**config.mk**
```make
export PLATFORM = sky130hd
export DESIGN_NAME = tsh_host
export DESIGN_NICKNAME = d
export VERILOG_FILES = /design/src/tsh_pkg.sv /design/src/tsh_host.sv /design/src/tsh_sync.sv
export SDC_FILE = /design/constraint.sdc
export NUM_CORES = 1
export LEC_CHECK = 0
export BUFFER_PORTS_ARGS = -buffer_cell sky130_fd_sc_hd__buf_4
export CAP_MARGIN = 20
export CORE_AREA = 3 3 119 121
export CTS_BUF_LIST = sky130_fd_sc_hd__clkbuf_16
export CTS_CLUSTER_SIZE = 8
export DETAILED_ROUTE_END_ITERATION = 6
export DIE_AREA = 0 0 122 124
export HOLD_SLACK_MARGIN = 0.1
export PLACE_DENSITY = 0.72
export SYNTH_ARGS = -nofsm -noshare
export SYNTH_HDL_FRONTEND = slang
export SYNTH_SLANG_ARGS = --single-unit
```
**constraint.sdc**
```tcl
create_clock -name clk -period 5 [get_ports clk]
set_clock_uncertainty 0.05 [all_clocks]
set_input_delay 0.25 -clock clk [delete_from_list [all_inputs] [get_ports clk]]
set_output_delay 0.25 -clock clk [all_outputs]
set_load 0.02 [all_outputs]
```
**src/tsh_pkg.sv**
```systemverilog
// Constants, types and helpers shared by the temperature sensor host
package tsh_pkg;

    // Clock and bus timing
    localparam int CLK_PERIOD_NS = 10;
    localparam int SCL_HALF_NS = 500;
    localparam int SCL_HALF_CYC = (SCL_HALF_NS + CLK_PERIOD_NS - 1)
        / CLK_PERIOD_NS;
    localparam int SDA_HOLD_CYC = 5;

    // Reset pulse and waits
    localparam int RESET_PULSE_US = 1;
    localparam int RESET_PULSE_CYC = (RESET_PULSE_US * 1000
        + CLK_PERIOD_NS - 1) / CLK_PERIOD_NS;
    localparam int POWER_UP_MS = 1;
    localparam int POWER_UP_CYC = (POWER_UP_MS * 1000000
        + CLK_PERIOD_NS - 1) / CLK_PERIOD_NS;
    localparam int CMD_GAP_MS = 1;
    localparam int CMD_GAP_CYC = (CMD_GAP_MS * 1000000
        + CLK_PERIOD_NS - 1) / CLK_PERIOD_NS;

    // Sensor addressing
    localparam logic [6:0] ADDR_SEL_LOW = 7'h4A;
    localparam logic [6:0] ADDR_SEL_HIGH = 7'h4B;
    localparam logic RW_WRITE = 1'b0;
    localparam logic RW_READ = 1'b1;

    // Transfer shape
    localparam logic [3:0] ACK_SLOT = 4'h8;
    localparam logic [2:0] WR_BYTES_CMD = 3'h3;
    localparam logic [2:0] WR_BYTES_DATA = 3'h6;
    localparam logic [2:0] RD_BYTES_WORD = 3'h3;
    localparam logic [2:0] RD_BYTES_CRC = 3'h4;
    localparam logic [2:0] IDX_ADDR = 3'h0;
    localparam logic [2:0] IDX_HI = 3'h1;
    localparam logic [2:0] IDX_LO = 3'h2;
    localparam logic [2:0] IDX_DHI = 3'h3;
    localparam logic [2:0] IDX_DLO = 3'h4;

    // Data checksum
    localparam logic [7:0] CRC_POLY = 8'h31;
    localparam logic [7:0] CRC_INIT = 8'hFF;

    typedef enum logic [3:0] {
        ST_RESET = 4'h0,
        ST_POWER = 4'h1,
        ST_IDLE = 4'h3,
        ST_START = 4'h2,
        ST_BIT_LOW = 4'h6,
        ST_BIT_HIGH = 4'h7,
        ST_STOP_LOW = 4'h5,
        ST_STOP_HIGH = 4'h4,
        ST_STOP_END = 4'hC,
        ST_GAP = 4'hD
    } tsh_state_t;

    function automatic logic [7:0] tsh_crc8(input logic [15:0] word);
        logic [7:0] c;
        c = CRC_INIT;
        for (int i = 15; i >= 0; i--)
        begin
            if (c[7] ^ word[i])
                c = {c[6:0], 1'b0} ^ CRC_POLY;
            else
                c = {c[6:0], 1'b0};
        end
        return c;
    endfunction

endpackage

```
**src/tsh_host.sv**
```systemverilog
// Host controller driving the temperature sensor over its two-wire pins
`timescale 1ns/1ns
module tsh_host
    import tsh_pkg::*;
#(
    parameter int POWER_CYC = tsh_pkg::POWER_UP_CYC,
    parameter int GAP_CYC = tsh_pkg::CMD_GAP_CYC
) (
    // Clock and reset
    input wire logic clk,
    input wire logic rst,
    // User command port
    input wire logic cmd_valid,
    input wire logic cmd_read,
    input wire logic cmd_with_data,
    input wire logic cmd_read_crc,
    input wire logic cmd_addr_sel,
    input wire logic [15:0] cmd_code,
    input wire logic [15:0] cmd_wdata,
    input wire logic reset_req,
    output logic cmd_ready,
    // User results
    output logic done,
    output logic nack,
    output logic crc_ok,
    output logic [15:0] rd_data,
    output logic alert,
    // Sensor pins
    input wire logic scl_in,
    output logic scl_out,
    output logic scl_oe_n,
    input wire logic sda_in,
    output logic sda_out,
    output logic sda_oe_n,
    output logic addr_pin,
    output logic reset_in_low_active,
    input wire logic alert_in
);
    import tsh_pkg::*;

    typedef struct packed {
        tsh_state_t st;
        logic [19:0] timer;
        logic [3:0] bit_cnt;
        logic [2:0] byte_idx;
        logic [7:0] shreg;
        logic [15:0] rx_word;
        logic [7:0] rx_crc;
        logic op_read;
        logic op_data;
        logic op_crc;
        logic [15:0] cmd;
        logic [15:0] wdata;
        logic scl_oe_n;
        logic sda_oe_n;
        logic rst_pin;
        logic addr_pin;
        logic ready;
        logic done;
        logic nack;
        logic crc_ok;
        logic [15:0] data;
        logic alert;
    } tsh_regs_t;

    tsh_regs_t cur;
    tsh_regs_t next_cur;
    logic [2:0] pins_s;
    logic scl_s;
    logic sda_s;
    logic alert_s;

    tsh_sync #(
        .WIDTH(3)
    ) u_sync (
        .clk(clk),
        .rst(rst),
        .async_in({scl_in, sda_in, ~alert_in}),
        .sync_out(pins_s)
    );
    assign scl_s = pins_s[2];
    assign sda_s = pins_s[1];
    // Alert idles low, so it passes inverted to avoid a false alert at reset
    assign alert_s = ~pins_s[0];

    function automatic logic timer_at(input logic [19:0] t, input int n);
        return t == 20'(n - 1);
    endfunction

    function automatic logic [2:0] byte_total(input tsh_regs_t r);
        if (r.op_read)
            return r.op_crc ? RD_BYTES_CRC : RD_BYTES_WORD;
        return r.op_data ? WR_BYTES_DATA : WR_BYTES_CMD;
    endfunction

    function automatic logic [7:0] tx_byte(input tsh_regs_t r,
        input logic [2:0] idx);
        case (idx)
            IDX_ADDR: tx_byte = {(r.addr_pin ? ADDR_SEL_HIGH : ADDR_SEL_LOW),
                (r.op_read ? RW_READ : RW_WRITE)};
            IDX_HI: tx_byte = r.cmd[15:8];
            IDX_LO: tx_byte = r.cmd[7:0];
            IDX_DHI: tx_byte = r.wdata[15:8];
            IDX_DLO: tx_byte = r.wdata[7:0];
            default: tx_byte = tsh_crc8(r.wdata);
        endcase
    endfunction

    always_comb
    begin
        logic is_tx;
        logic is_last;
        is_tx = !cur.op_read || cur.byte_idx == IDX_ADDR;
        is_last = cur.byte_idx == byte_total(cur) - 3'h1;
        next_cur = cur;
        next_cur.timer = cur.timer + 20'h1;
        next_cur.done = 1'b0;
        next_cur.alert = alert_s;
        case (cur.st)
            ST_RESET:
            begin
                next_cur.rst_pin = 1'b0;
                if (timer_at(cur.timer, RESET_PULSE_CYC))
                begin
                    next_cur.rst_pin = 1'b1;
                    next_cur.timer = '0;
                    next_cur.st = ST_POWER;
                end
            end
            ST_POWER:
            begin
                // Wait the worst-case power-up before the first command
                if (timer_at(cur.timer, POWER_CYC))
                begin
                    next_cur.st = ST_IDLE;
                    next_cur.ready = 1'b1;
                end
            end
            ST_IDLE:
            begin
                next_cur.timer = '0;
                if (reset_req)
                begin
                    next_cur.ready = 1'b0;
                    next_cur.rst_pin = 1'b0;
                    next_cur.st = ST_RESET;
                end
                else if (cmd_valid)
                begin
                    next_cur.ready = 1'b0;
                    next_cur.op_read = cmd_read;
                    next_cur.op_data = cmd_with_data;
                    next_cur.op_crc = cmd_read_crc;
                    next_cur.cmd = cmd_code;
                    next_cur.wdata = cmd_wdata;
                    next_cur.addr_pin = cmd_addr_sel;
                    next_cur.nack = 1'b0;
                    next_cur.crc_ok = 1'b0;
                    next_cur.sda_oe_n = 1'b0;
                    next_cur.st = ST_START;
                end
            end
            ST_START:
            begin
                if (timer_at(cur.timer, SCL_HALF_CYC))
                begin
                    next_cur.timer = '0;
                    next_cur.scl_oe_n = 1'b0;
                    next_cur.bit_cnt = '0;
                    next_cur.byte_idx = IDX_ADDR;
                    next_cur.shreg = tx_byte(cur, IDX_ADDR);
                    next_cur.st = ST_BIT_LOW;
                end
            end
            ST_BIT_LOW:
            begin
                // Change data a little after the falling clock edge
                if (timer_at(cur.timer, SDA_HOLD_CYC))
                begin
                    if (cur.bit_cnt != ACK_SLOT)
                        next_cur.sda_oe_n = is_tx ? cur.shreg[7] : 1'b1;
                    else
                        next_cur.sda_oe_n = is_tx ? 1'b1 : is_last;
                end
                if (timer_at(cur.timer, SCL_HALF_CYC))
                begin
                    next_cur.timer = '0;
                    next_cur.scl_oe_n = 1'b1;
                    next_cur.st = ST_BIT_HIGH;
                end
            end
            ST_BIT_HIGH:
            begin
                // Half period counts only once the sensor lets go
                if (!scl_s)
                    next_cur.timer = '0;
                else if (timer_at(cur.timer, SCL_HALF_CYC))
                begin
                    next_cur.timer = '0;
                    next_cur.scl_oe_n = 1'b0;
                    next_cur.st = ST_BIT_LOW;
                    if (cur.bit_cnt != ACK_SLOT)
                    begin
                        next_cur.shreg = {cur.shreg[6:0], sda_s};
                        next_cur.bit_cnt = cur.bit_cnt + 4'h1;
                    end
                    else if (is_tx && sda_s)
                    begin
                        next_cur.nack = 1'b1;
                        next_cur.st = ST_STOP_LOW;
                    end
                    else
                    begin
                        if (cur.byte_idx == IDX_HI && cur.op_read)
                            next_cur.rx_word[15:8] = cur.shreg;
                        if (cur.byte_idx == IDX_LO && cur.op_read)
                            next_cur.rx_word[7:0] = cur.shreg;
                        if (cur.byte_idx == IDX_DHI && cur.op_read)
                            next_cur.rx_crc = cur.shreg;
                        // Last command byte ack starts the conversion
                        if (is_last)
                            next_cur.st = ST_STOP_LOW;
                        else
                        begin
                            next_cur.bit_cnt = '0;
                            next_cur.byte_idx = cur.byte_idx + 3'h1;
                            next_cur.shreg = tx_byte(cur,
                                cur.byte_idx + 3'h1);
                        end
                    end
                end
            end
            ST_STOP_LOW:
            begin
                if (timer_at(cur.timer, SDA_HOLD_CYC))
                    next_cur.sda_oe_n = 1'b0;
                if (timer_at(cur.timer, SCL_HALF_CYC))
                begin
                    next_cur.timer = '0;
                    next_cur.scl_oe_n = 1'b1;
                    next_cur.st = ST_STOP_HIGH;
                end
            end
            ST_STOP_HIGH:
            begin
                if (!scl_s)
                    next_cur.timer = '0;
                else if (timer_at(cur.timer, SCL_HALF_CYC))
                begin
                    next_cur.timer = '0;
                    next_cur.sda_oe_n = 1'b1;
                    next_cur.st = ST_STOP_END;
                end
            end
            ST_STOP_END:
            begin
                if (timer_at(cur.timer, SCL_HALF_CYC))
                begin
                    next_cur.timer = '0;
                    next_cur.done = 1'b1;
                    next_cur.data = cur.rx_word;
                    next_cur.crc_ok = cur.op_read && cur.op_crc && !cur.nack
                        && tsh_crc8(cur.rx_word) == cur.rx_crc;
                    next_cur.st = ST_GAP;
                end
            end
            ST_GAP:
            begin
                // Bus idle time also covers the sensor's command recovery
                if (timer_at(cur.timer, GAP_CYC))
                begin
                    next_cur.ready = 1'b1;
                    next_cur.st = ST_IDLE;
                end
            end
            default:
            begin
                next_cur.timer = '0;
                next_cur.st = ST_RESET;
            end
        endcase
    end

    always_ff @(posedge clk or posedge rst)
    begin
        if (rst)
        begin
            cur <= '0;
            cur.st <= ST_RESET;
            cur.scl_oe_n <= 1'b1;
            cur.sda_oe_n <= 1'b1;
            cur.rst_pin <= 1'b0;
        end
        else
            cur <= next_cur;
    end

    assign cmd_ready = cur.ready;
    assign done = cur.done;
    assign nack = cur.nack;
    assign crc_ok = cur.crc_ok;
    assign rd_data = cur.data;
    assign alert = cur.alert;
    assign scl_oe_n = cur.scl_oe_n;
    assign sda_oe_n = cur.sda_oe_n;
    // Open-drain: only ever a low level, gated by the enables
    assign scl_out = cur.ready & 1'b0;
    assign sda_out = cur.ready & 1'b0;
    assign addr_pin = cur.addr_pin;
    assign reset_in_low_active = cur.rst_pin;
endmodule

```
**src/tsh_sync.sv**
```systemverilog
// Two-flop synchroniser for pin inputs
`timescale 1ns/1ns
module tsh_sync #(
    parameter int WIDTH = 3
) (
    // Clock and reset
    input wire logic clk,
    input wire logic rst,
    // Asynchronous in, synchronised out
    input wire logic [WIDTH-1:0] async_in,
    output logic [WIDTH-1:0] sync_out
);
    logic [WIDTH-1:0] meta;

    // Pins idle high under pull-ups, so reset to ones
    always_ff @(posedge clk or posedge rst)
    begin
        if (rst)
        begin
            meta <= '1;
            sync_out <= '1;
        end
        else
        begin
            meta <= async_in;
            sync_out <= meta;
        end
    end
endmodule
```
# Yosys cells after proc, flatten, opt, wreduce, memory -nomap -nowiden
# Cells that the tools add are included.
# op_classes
add_sub_neg	4
multipliers	0
div	0
n_lt_le_gt_ge	0
n_eq_ne	46
shifts	0
muxes	237
bitwise	65
n_reduce_logical	37
# ops
cell	count
$mux W8	141
$mux W6	32
$pmux W20 S8	1
$mux W24	6
$mux W39	3
$not A3 Y3	30
$mux W63	1
$mux W20	2
$pmux W8 S5	1
$pmux W4 S9	1
$ne A2 B2 Y1 const B	16
$pmux W15 S2	1
$xor A1 B1 Y1	30
$mux W1	24
$mux W4	6
$reduce_and A6 Y1	4
$reduce_and A7 Y1	3
$add A20 B1 Y20 const B	1
$eq A20 B17 Y1 const B	1
$eq A20 B3 Y1 const B	1
$eq A20 B6 Y1 const B	1
$eq A20 B7 Y1 const B	1
$mux W17	1
$eq A4 B3 Y1 const B	4
other kinds (35)	77
# totals
regBits	129
latchBits	0
mem_bits_rw	0
romBits	0
out_inout_bits	27
mem_count	0

# Logic depth before layout (Yosys ltp)
# Gate-level depths: netlist of run 1.
# depth
depth_word	146
depth_mapped	11

# Cells and area by module
# Synthesis of run 1 repeated with hierarchy kept, for this count alone.
# hier_totals
hier_cells	667
hier_area_um2	7143.1
# by_module_without_submodules
mod	n_inst	cells_each	area_per_inst_um2	seq_area_each_um2
tsh_host	1	660	6981.7	3080.5
tsh_sync	1	7	161.4	157.7

# Worst setup path before layout of run 1
# OpenSTA, ideal clock, no wires.
# synth_timing
path_type	reg-to-reg
startpoint	register cur[100] in the netlist's numbering
endpoint	register cur[120] in the netlist's numbering
setup_ps	125
t_arrival_ps	2272
required_time_ps	4825
slack_ps	2553
path_stages_with_launch	9
n_path_buf	0
synth_period_minus_slack_ps	2447
cell_sequence	dfrtp_1 -> inv_1 -> ha_1 -> nand2_1 -> or4b_1 -> nor2_1 -> nor2_1 -> nor4_4 -> mux2_2
# synth_via
elab_chain_cells	3
elab_cells_between_ends	12
classes_between	11 x eq/ne; 1 x reduce/logical
# synth_rtl
item	line	rtl
start, declared	tsh_host.sv:66	tsh_regs_t cur;
start signal, assigned	tsh_host.sv:295	cur <= next_cur;
$eq A20 B6 Y1 (tied with other cells)	tsh_host.sv:87	return t == 20'(n - 1);
$ne A2 B2 Y1 (no line) / $ne A2 B1 Y1 (equally long branches)	n/a	
$reduce_and A11 Y1 (no line) (*)	n/a	
# Every way passes the cells marked *; elsewhere a longest branch is shown, timed or not.
# A chain may end at the register's enable or synchronous reset.

# Worst setup path after layout of run 1
# layout_timing
startpoint	register cur[106] in the netlist's numbering
endpoint	register cur[89] in the netlist's numbering
# layout_via
elab_chain_cells	3
elab_cells_between_ends	4
classes_between	3 x eq/ne; 1 x reduce/logical
# layout_rtl
item	line
$eq A20 B6 Y1 (*)	tsh_host.sv:87
$ne A2 B2 Y1 (no line)	n/a
$reduce_and A6 Y1 (no line) (*)	n/a
# Marks and branches as above.

==> results.tsv, run 1 <==
metric	value	unit
grt_usage	22.45	%
preCtsSetupSlack	1.947	ns
ioPinCount	70	
fmax	0.3471	GHz
setup_tns	0	ns
cpMaxStageDelayCell	nor2_1	
fin_ws	2.119	ns
cp-end-kind	flip-flop	
avgRoutedWirePerCell	16.98	um
hold_viol_final	0	
holdPathEnd	crc_ok$_DFFE_PP0P_	
drc	0	
cp.required	5.27	ns
cp-start-kind	flip-flop	
grt_pass1_wl	26.44	mm
dieArea	15130	um2
rr_endpoint	cur[89]$_DFFE_PP0P_	
routabilityCongestion	0.9140	
grt_pass1_vias	5324	
totalWireLength	16.22	mm
die_h	124	um
place_hpwl	11.03	mm
drive_gt1_share	23.88	%
synth_area	7042	um2
critPathMaxStageDelay	0.50	ns
grt_overflow_total	0	
holdPathStages	4	
postSynthAreaPerCell	10.36	um2
area_delta_synth_final	20.01	%
critPathKind	reg -> reg	
clkSinkCount	129	
synthCells	680	
drv_cap	0	
power	2.272	mW
antenna_found_initial	0	
fp.dieW	122	um
path_clk_slew	0.05	ns
numCtsBuffers	17	
ant_nets	0	
dr.pass1.iters	5	
fin_area	8451	um2
vias	5350	
drv_slew	0	
clockBufferDepth	2	
peakVddDrop	0.0001948	V
ys_warn_count	0	
coreArea	13190	um2
p_leak	4.009	nW
ys_seq_area_share	45.98	%
critical_path.top_delay_family	simple AND/OR/NAND/NOR gates	
cp_cell_sequence	nor4_1, nand4_1, nor2_1, nand2_1, nor2_2, nand2_1, o31ai_1	
r2r_slack	2.12	ns
synth_edf_count	0	
path_max_fanout	9	
min-delay-start	cmd_valid	
p_per_area	268.9	nW/um2
r2r-start	cur[106]$_DFF_PP0_	
status	complete, no violations	
crit_buf_inv	0	
min_path_type	in -> reg	
initial_core_util	53.39	%
tightest_slew	0.9595	ns
grt_max_degree	78	
viasPerCell	5.602	
async_flop_share	100.0	%
fin_util	64.07	%
relSlewSlack	35.44	%
cp_common_cell	nand2_1	
crit_arrival	3.15	ns
first_iter_violations	465	
rsz0062_at_grt	no	
placed_area	7555	um2
synth-main-ff-cell	dfrtp_1	
yosysUniqueCellTypes	68	
fin_nets	824	
ys_seq_elements	129	
crit_cells	7	
cts_tree	built	
port_buffers	67	
h-tree-depth	4	
root_buffer	clkbuf_16	
diodes	0	
clk_latency	0.42	ns
row_count	42	
timing.final.crit_share	57.63	%
post-route-min-period	2.881	ns
r2r_cells	7	
report.final.setup_viol	0	
cell type report:
cell class | count | area (um2)
Fill cell | 1042 | 4740
Inverter | 19 | 73.82
Clock inverter | 13 | 58.81
Timing Repair Buffer | 110 | 929.6
Sequential cell | 129 | 3238
Tap cell | 176 | 220.2
Multi-Input combinational cell | 491 | 3505
Clock buffer | 17 | 425.4
worst min-delay path: stages:
cell     delay (ns)
buf_4          0.11
o22ai_1        0.08
nand2_1        0.08
o31ai_2        0.06
sequential cells by signal (all words and copies together), names as in the netlist:
signal               cells
crc_ok                   1
scl_oe_n                 1
done                     1
alert                    1
rd_data                 16
reset_in_low_active      1
u_sync.meta              3
nack                     1
cur                     98
cmd_ready                1
u_sync.sync_out          3
addr_pin                 1
sda_oe_n                 1
layer usage:
metal  GRT usage (%)  vias up  wire (um)
li1                -     2523          -
met1           28.99     2627       7116
met2           37.40      172       8011
met3           4.632       28        794
met4           8.613        0        293
met5               0        -          0
power by group:
part	internal [mW]	leakage [nW]	total (mW)	switching (mW)
logic	0.0921	2.03	0.169	0.0771
registers	1.06	1.72	1.08	0.0142
clock network	0.606	0.251	1.03	0.421
worst max-delay path by stage:
stage                             startpoint              endpoint
final                     cur[106]$_DFF_PP0_   cur[89]$_DFFE_PP0P_
after global routing      cur[102]$_DFF_PP0_   cur[89]$_DFFE_PP0P_
after CTS                 cur[106]$_DFF_PP0_    cur[118]$_DFF_PP0_
after detailed placement  cur[106]$_DFF_PP0_    cur[118]$_DFF_PP0_
after global placement    cur[100]$_DFF_PP0_    cur[104]$_DFF_PP0_
after floorplan                          rst  addr_pin$_DFFE_PP0P_
synthesized netlist by cell type, types with 3 or more instances:
cell type / number / share of area, %
nor2_1: 53 / 2.8
nand3b_1: 3 / 0.32
a22o_1: 6 / 0.75
a22oi_1: 3 / 0.32
dfstp_2: 8 / 3.0
a222oi_1: 7 / 1.0
a21oi_1: 16 / 1.1
clkbuf_1: 15 / 0.80
and3_1: 3 / 0.27
nor4_1: 7 / 0.62
ha_1: 13 / 2.3
or2_2: 3 / 0.27
nor3_1: 4 / 0.28
o31ai_1: 3 / 0.32
dfrtp_1: 121 / 43
o21ai_0: 23 / 1.6
nor2b_1: 5 / 0.44
mux2_2: 63 / 10
inv_1: 18 / 0.96
a31oi_1: 6 / 0.53
xor2_1: 31 / 3.9
buf_2: 6 / 0.43
nand4_1: 7 / 0.62
nand3_1: 24 / 1.7
a221oi_1: 4 / 0.50
nand2_1: 93 / 5.0
nor2_2: 3 / 0.27
o22ai_1: 4 / 0.36
or3_1: 3 / 0.27
xnor2_1: 52 / 6.5
nand2b_1: 7 / 0.62
a32oi_1: 3 / 0.37
buf_4: 19 / 2.0
metrics by stage:
step	hold slack, ns	instances
floorplan	0.2045	681
global placement	0.2968	884
detailed placement	0.2997	884
CTS	0.1537	954
global route	0.1668	955
finish	0.1616	955
layout by cell type (no fill, tap or decap), types with 3 or more instances in the layout:
master / synthesis / final
nor2_2: 3 / 3
o21ai_0: 23 / 23
dfrtp_1: 121 / 121
a31oi_1: 6 / 6
o22ai_1: 4 / 4
a22o_1: 6 / 6
buf_4: 19 / 69
a32oi_1: 3 / 3
o31ai_1: 3 / 3
or2_2: 3 / 3
dlygate4sd3_1: 0 / 40
nor2_1: 53 / 53
nor4_1: 7 / 7
a221oi_1: 4 / 4
clkinv_1: 1 / 5
nand3b_1: 3 / 3
nor3_1: 4 / 4
a22oi_1: 3 / 3
ha_1: 13 / 13
dfstp_2: 8 / 8
clkinv_2: 0 / 5
nor2b_1: 5 / 5
xnor2_1: 52 / 52
a21oi_1: 16 / 16
nand2_1: 93 / 93
inv_1: 18 / 20
xor2_1: 31 / 31
nand3_1: 24 / 24
nand4_1: 7 / 7
and3_1: 3 / 3
a222oi_1: 7 / 7
mux2_2: 63 / 63
or3_1: 3 / 3
clkbuf_16: 0 / 17
nand2b_1: 7 / 7
logic make-up (layout without fill, tap and decap cells):
family	Yosys count	after routing	share of synthesized area, %
adders and majority gates	13	13	2.310
AOI/OAI and AO/OA	95	95	9.399
xor gates and xnor gates	90	90	12.51
muxes	66	66	10.57
DFF	129	129	45.98
buffers and inverters	61	159	4.371
and+or+nand+nor	225	225	14.80
other	1	2	0.05325
timing repair:
| item | in CTS | in global routing |
|---|---|---|
| hold buffers | 40 | 0 |
| hold endpoints to repair | 109 | 0 |
| resized for setup | 0 | 0 |
| setup buffers | 0 | 0 |
Power figures use the tool's default switching activity.
==> run 2: changes to the inputs <==
--- a/config.mk
+++ b/config.mk
@@ -5,15 +5,16 @@
 export SDC_FILE = /design/constraint.sdc
 export NUM_CORES = 1
 export LEC_CHECK = 0
+export ABC_AREA = 1
 export BUFFER_PORTS_ARGS = -buffer_cell sky130_fd_sc_hd__buf_4
 export CAP_MARGIN = 20
-export CORE_AREA = 3 3 119 121
+export CORE_AREA = 3 3 124 126
 export CTS_BUF_LIST = sky130_fd_sc_hd__clkbuf_16
 export CTS_CLUSTER_SIZE = 8
 export DETAILED_ROUTE_END_ITERATION = 6
-export DIE_AREA = 0 0 122 124
+export DIE_AREA = 0 0 127 129
 export HOLD_SLACK_MARGIN = 0.1
-export PLACE_DENSITY = 0.72
+export PLACE_DENSITY = 0.73
 export SYNTH_ARGS = -nofsm -noshare
 export SYNTH_HDL_FRONTEND = slang
 export SYNTH_SLANG_ARGS = --single-unit
==> constraint.sdc (replaced) <==
create_clock -name clk -period 2.7 [get_ports clk]
set_clock_uncertainty 0.05 [all_clocks]
set_input_delay 0.135 -clock clk [delete_from_list [all_inputs] [get_ports clk]]
set_output_delay 0.135 -clock clk [all_outputs]
set_load 0.02 [all_outputs]
==> results.tsv, run 2 <==
metric	value	unit
rsz0062_at_grt	yes	
synth_top_area_share	39.13	%
fp.dieW	127	um
fin_ws	0.2232	ns
path_clk_slew	0.06	ns
dr_wl_met3	917	um
grt_overflow_total	0	
synthCells	1057	
clockBufferDepth	2	
endpoint	cur[74]$_DFFE_PP0P_	
dpl.cell_count	1282	
met2WireLength	8.823	mm
numCtsBuffers	17	
largest_register_ffs	98	
crit_arrival	2.75	ns
grt_pass1_vias	6512	
synth-main-ff-cell	dfrtp_1	
hold_viol_final	0	
p_switching	0.9472	mW
place_hpwl	13.22	mm
rr_endpoint	cur[74]$_DFFE_PP0P_	
fmax	0.4037	GHz
dr.pass1.iters	5	
ioPinCount	70	
antenna_found_initial	0	
root_buffer	clkbuf_16	
r2r-start	cur[92]$_DFFE_PP0P_	
area_delta_synth_final	20.70	%
cpMaxStageDelayCell	dfrtp_1	
post-route-min-period	2.477	ns
totalWireLength	18.47	mm
layout.cells.non_filler	1356	
grt_pass1_wl	31.11	mm
drc	0	
clk_latency	0.42	ns
p_leak	4.755	nW
routabilityCongestion	0.8933	
critical_path.top_delay_family	simple AND/OR/NAND/NOR gates	
coreArea	14420	um2
cts_tree	built	
row_count	44	
synth_edf_count	0	
final_cell_mix	378 x nand2_1, 121 x dfrtp_1, 119 x inv_1	
min-delay-start	u_sync.meta[2]$_DFF_PP1_	
cp-start-kind	flip-flop	
min_path_type	reg -> reg	
drv_cap	0	
ys_seq_elements	129	
fin_util	64.75	%
top_register	cur	
routedLengthMet1	8.411	mm
synth_top_cell_by_area	dfrtp_1	
ant_nets	0	
p_per_area	453.1	nW/um2
cp.required	2.97	ns
post_cts_buffers	0	
diodes	0	
first_iter_violations	445	
p_int	3.284	mW
grt_max_degree	52	
synth_area	7737	um2
cp-end-kind	flip-flop	
dieArea	16380	um2
clkSinkCount	129	
grt_usage	23.48	%
synth_most_common_cell	nand2_1	
r2r_cells	7	
yosysUniqueCellTypes	47	
postSynthAreaPerCell	7.320	um2
initial_core_util	53.64	%
peakVddDrop	0.0003656	V
critPathKind	reg -> reg	
relSlewSlack	50.33	%
port_buffers	67	
layout.cells.most_common	nand2_1	
path_max_fanout	16	
timing.final.crit_share	91.73	%
crit_buf_inv	1	
die_h	129	um
vias	6999	
async_flop_share	100.0	%
preCtsSetupSlack	0.2956	ns
viasPerCell	5.162	
fin_nets	1215	
h-tree-depth	4	
crit_cells	7	
cp_cell_sequence	inv_1, ha_1, a21oi_1, nor2_1, nor2_2, nand3_1, o21ai_0	
r2r_slack	0.22	ns
p_comb_share	3.8	%
synth_common_cells	379 x nand2_1, 121 x dfrtp_1, 120 x inv_1	
highest_layer	met4	
switching_share	22.38	%
status	complete, no violations	
synthTopCellsByArea	dfrtp_1 39%, nand2_1 18%, inv_1 5.8%	
drv_slew	0	
tightest_slew	0.7435	ns
avgRoutedWirePerCell	13.62	um
ys_warn_count	0	
startpoint	cur[92]$_DFFE_PP0P_	
report.final.setup_viol	0	
p_clk_share	50.3	%
pwr-share-seq	46.0	%
ys_seq_area_share	41.85	%
drive_gt1_share	13.91	%
critPathMaxStageDelay	0.49	ns
## run 2: cell types whose count changed after synthesis, moves of 9 or more
| cell | change |
|---|---|
| inv_1 | +102 |
| nand3_1 | +62 |
| mux2_2 | -62 |
| nor2_1 | +9 |
| nand2_1 | +286 |
| xnor2_1 | -39 |
| o21ai_0 | +55 |
| nand2_2 | +10 |
| xor2_1 | -17 |
## run 2: logic make-up (layout without fill, tap and decap cells)
family | count (synthesis) | count (layout) | synth area share (%)
simple gates | 590 | 590 | 33.07
buf+inv | 163 | 277 | 8.861
flops | 129 | 129 | 41.85
compound gates | 127 | 127 | 9.201
xor+xnor | 33 | 33 | 4.722
fa+ha+maj | 13 | 13 | 2.102
other cells | 1 | 2 | 0.04847
mux | 1 | 1 | 0.1455
## run 2: what timing repair did
action	in CTS	in global routing
hold buffers	42	0
setup endpoints to repair	0	20
gates resized for setup	0	1
hold endpoints to repair	71	0
## run 2: layout make-up
type	instances	area, um2
Multi-Input combinational cell	766	3827
Fill cell	1267	5085
Inverter	127	481.7
Clock inverter	15	120.1
Timing Repair Buffer	118	1016
Tap cell	184	230.2
Sequential cell	129	3238
Clock buffer	17	425.4
## run 2: worst min-delay path by stage
stage | end | slack (ns) | cells after the start
finish | u_sync.sync_out[2]$_DFF_PP1_ | 0.31 | 0
global route | u_sync.sync_out[1]$_DFF_PP1_ | 0.31 | 0
CTS | u_sync.meta[2]$_DFF_PP1_ | 0.30 | 2
detailed placement | u_sync.meta[2]$_DFF_PP1_ | 0.20 | 1
global placement | u_sync.meta[2]$_DFF_PP1_ | 0.19 | 1
floorplan | u_sync.meta[1]$_DFF_PP1_ | 0.09 | 0
## run 2: worst reg2reg max path, delay by kind of cell (launching register included)
family | cells | cell delay [ns]
fa+ha+maj | 1 | 0.22
flops | 1 | 0.49
compound gates | 2 | 0.59
simple gates | 3 | 0.87
buf+inv | 1 | 0.15
## run 2: stage by stage
stage	TNS (ns)	hold WS (ns)	area [um2]	power, mW
finish	0	0.3059	9339	4.231
global route	-0.6622	0.3089	9339	4.349
CTS	0	0.2961	9336	4.255
detailed placement	0	0.1962	8371	2.090
global placement	0	0.1936	8371	2.089
floorplan	0	0.08948	7745	2.022
## run 2: power groups by stage
stage / Combinational [mW] / Clock [mW] / Sequential (mW)
after floorplan: 0.0419 / 0 / 1.98
after global placement: 0.110 / 0 / 1.98
after detailed placement: 0.111 / 0 / 1.98
after CTS: 0.158 / 2.15 / 1.94
after global routing: 0.175 / 2.23 / 1.94
final: 0.159 / 2.13 / 1.94
## run 2: layer usage
metal  up-vias  track usage [%]
li1       3559                -
met1      3229            31.96
met2       186            38.29
met3        25            4.068
met4         0            8.013
met5         -                0
==> run 3: changes to the inputs <==
--- a/config.mk
+++ b/config.mk
@@ -9,7 +9,6 @@
 export BUFFER_PORTS_ARGS = -buffer_cell sky130_fd_sc_hd__buf_4
 export CAP_MARGIN = 20
 export CORE_AREA = 3 3 124 126
-export CTS_BUF_LIST = sky130_fd_sc_hd__clkbuf_16
 export CTS_CLUSTER_SIZE = 8
 export DETAILED_ROUTE_END_ITERATION = 6
 export DIE_AREA = 0 0 127 129
==> results.tsv, run 3 (same netlist as run 2, synthesis figures left out) <==
metric	value	unit
fp.dieW	127	um
totalWireLength	18.48	mm
final_cell_mix	378 x nand2_1, 121 x dfrtp_1, 119 x inv_1	
die_h	129	um
post_cts_buffers	0	
hold_viol_final	0	
crit_buf_inv	1	
cp_cell_sequence	inv_1, ha_1, a21oi_1, nor2_1, nor2_2, nand3_1, o21ai_0	
crit_arrival	2.76	ns
fin_area	9349	um2
area_delta_synth_final	20.83	%
grt_pass1_vias	6504	
drive_gt1_share	13.99	%
port_buffers	67	
diodes	0	
ant_nets	0	
critPathMaxStageDelay	0.49	ns
rsz0062_at_grt	yes	
cp-end-kind	flip-flop	
top_register	cur	
drc	0	
routabilityCongestion	0.8933	
grt_pass1_wl	31.06	mm
dr.pass1.iters	5	
layout.cells.most_common	nand2_1	
avgRoutedWirePerCell	13.62	um
initial_core_util	53.64	%
power	4.263	mW
first_iter_violations	472	
status	complete, no violations	
cp.required	2.97	ns
antenna_found_initial	0	
h-tree-depth	4	
met3_usage	3.944	%
root_buffer	clkbuf_16	
grt_usage	23.45	%
critical_path.top_delay_family	simple AND/OR/NAND/NOR gates	
clkSinkCount	129	
fin_util	64.82	%
grt-busiest-layer	met2	
preCtsSetupSlack	0.2956	ns
timing.final.crit_share	92.33	%
place_hpwl	13.22	mm
ioPinCount	70	
met1_usage	31.96	%
met2_usage	38.36	%
vias	7034	
numCtsBuffers	17	
clockBufferDepth	2	
drv_slew	0	
viasPerCell	5.187	
p_per_area	456.0	nW/um2
cpMaxStageDelayCell	dfrtp_1	
path_max_fanout	16	
p_leak	4.761	nW
critPathKind	reg -> reg	
peakVddDrop	0.0003659	V
placed_area	8371	um2
grt_max_degree	52	
path_clk_slew	0.06	ns
min_path_type	reg -> reg	
largest_register_ffs	98	
fmax	0.4011	GHz
coreArea	14420	um2
tightest_slew	0.7469	ns
fin_ws	0.2071	ns
post-route-min-period	2.493	ns
fin_nets	1215	
cp-start-kind	flip-flop	
clk_latency	0.42	ns
dieArea	16380	um2
report.final.setup_viol	0	
grt_overflow_total	0	
cts_tree	built	
row_count	44	
drv_cap	0	
relSlewSlack	50.10	%
setup_tns	0	ns
## run 3: per-layer routing
layer	wire length, um	vias up
met5	0	-
met4	358	0
met3	957	30
met2	8793	218
met1	8365	3226
li1	-	3560
## run 3: final cells by class
cell class,count,area [um2]
Clock buffer,18,439.2
Timing Repair Buffer,118,1016
Sequential cell,129,3238
Tap cell,184,230.2
Inverter,127,481.7
Clock inverter,14,116.4
Fill cell,1264,5075
Multi-Input combinational cell,766,3827
## run 3: path summary, 6_finish.rpt
check | from | slack (ns) | end | cells after the start
setup / recovery | cur[92]$_DFFE_PP0P_ | 0.21 | cur[74]$_DFFE_PP0P_ | 7
hold / removal | u_sync.meta[2]$_DFF_PP1_ | 0.31 | u_sync.sync_out[2]$_DFF_PP1_ | 0
setup reg to reg | cur[92]$_DFFE_PP0P_ | 0.21 | cur[74]$_DFFE_PP0P_ | 7
hold reg to reg | u_sync.meta[2]$_DFF_PP1_ | 0.31 | u_sync.sync_out[2]$_DFF_PP1_ | 0
max in group asynchronous | rst | 1.46 | u_sync.meta[2]$_DFF_PP1_ | 4
min in group asynchronous | rst | 0.35 | rd_data[4]$_DFFE_PP0P_ | 3
## run 3: what timing repair did
| item | 4_1_cts | 5_1_grt |
|---|---|---|
| setup endpoints to repair | 0 | 20 |
| hold buffers | 42 | 0 |
| resized for setup | 0 | 1 |
| endpoints found under the hold margin | 71 | 0 |
## run 3: worst register-to-register path, stage by stage (launching register included)
cell and delay, ns:
dfrtp_1 0.49, inv_1 0.15, ha_1 0.22, a21oi_1 0.25, nor2_1 0.12, nor2_2 0.28, nand3_1 0.48, o21ai_0 0.35
## run 3: through the flow
stage / hold WS [ns] / instances
floorplan: 0.08948 / 1058
global placement: 0.1936 / 1282
detailed placement: 0.1962 / 1282
CTS: 0.2971 / 1356
global route: 0.3089 / 1356
finish: 0.3059 / 1356
## run 3: where the power goes
part / switching (mW) / internal, mW / total [mW]
clock network: 0.878 / 1.28 / 2.16
logic: 0.0708 / 0.0883 / 0.159
registers: 0.00162 / 1.94 / 1.94
total: 0.951 / 3.31 / 4.26
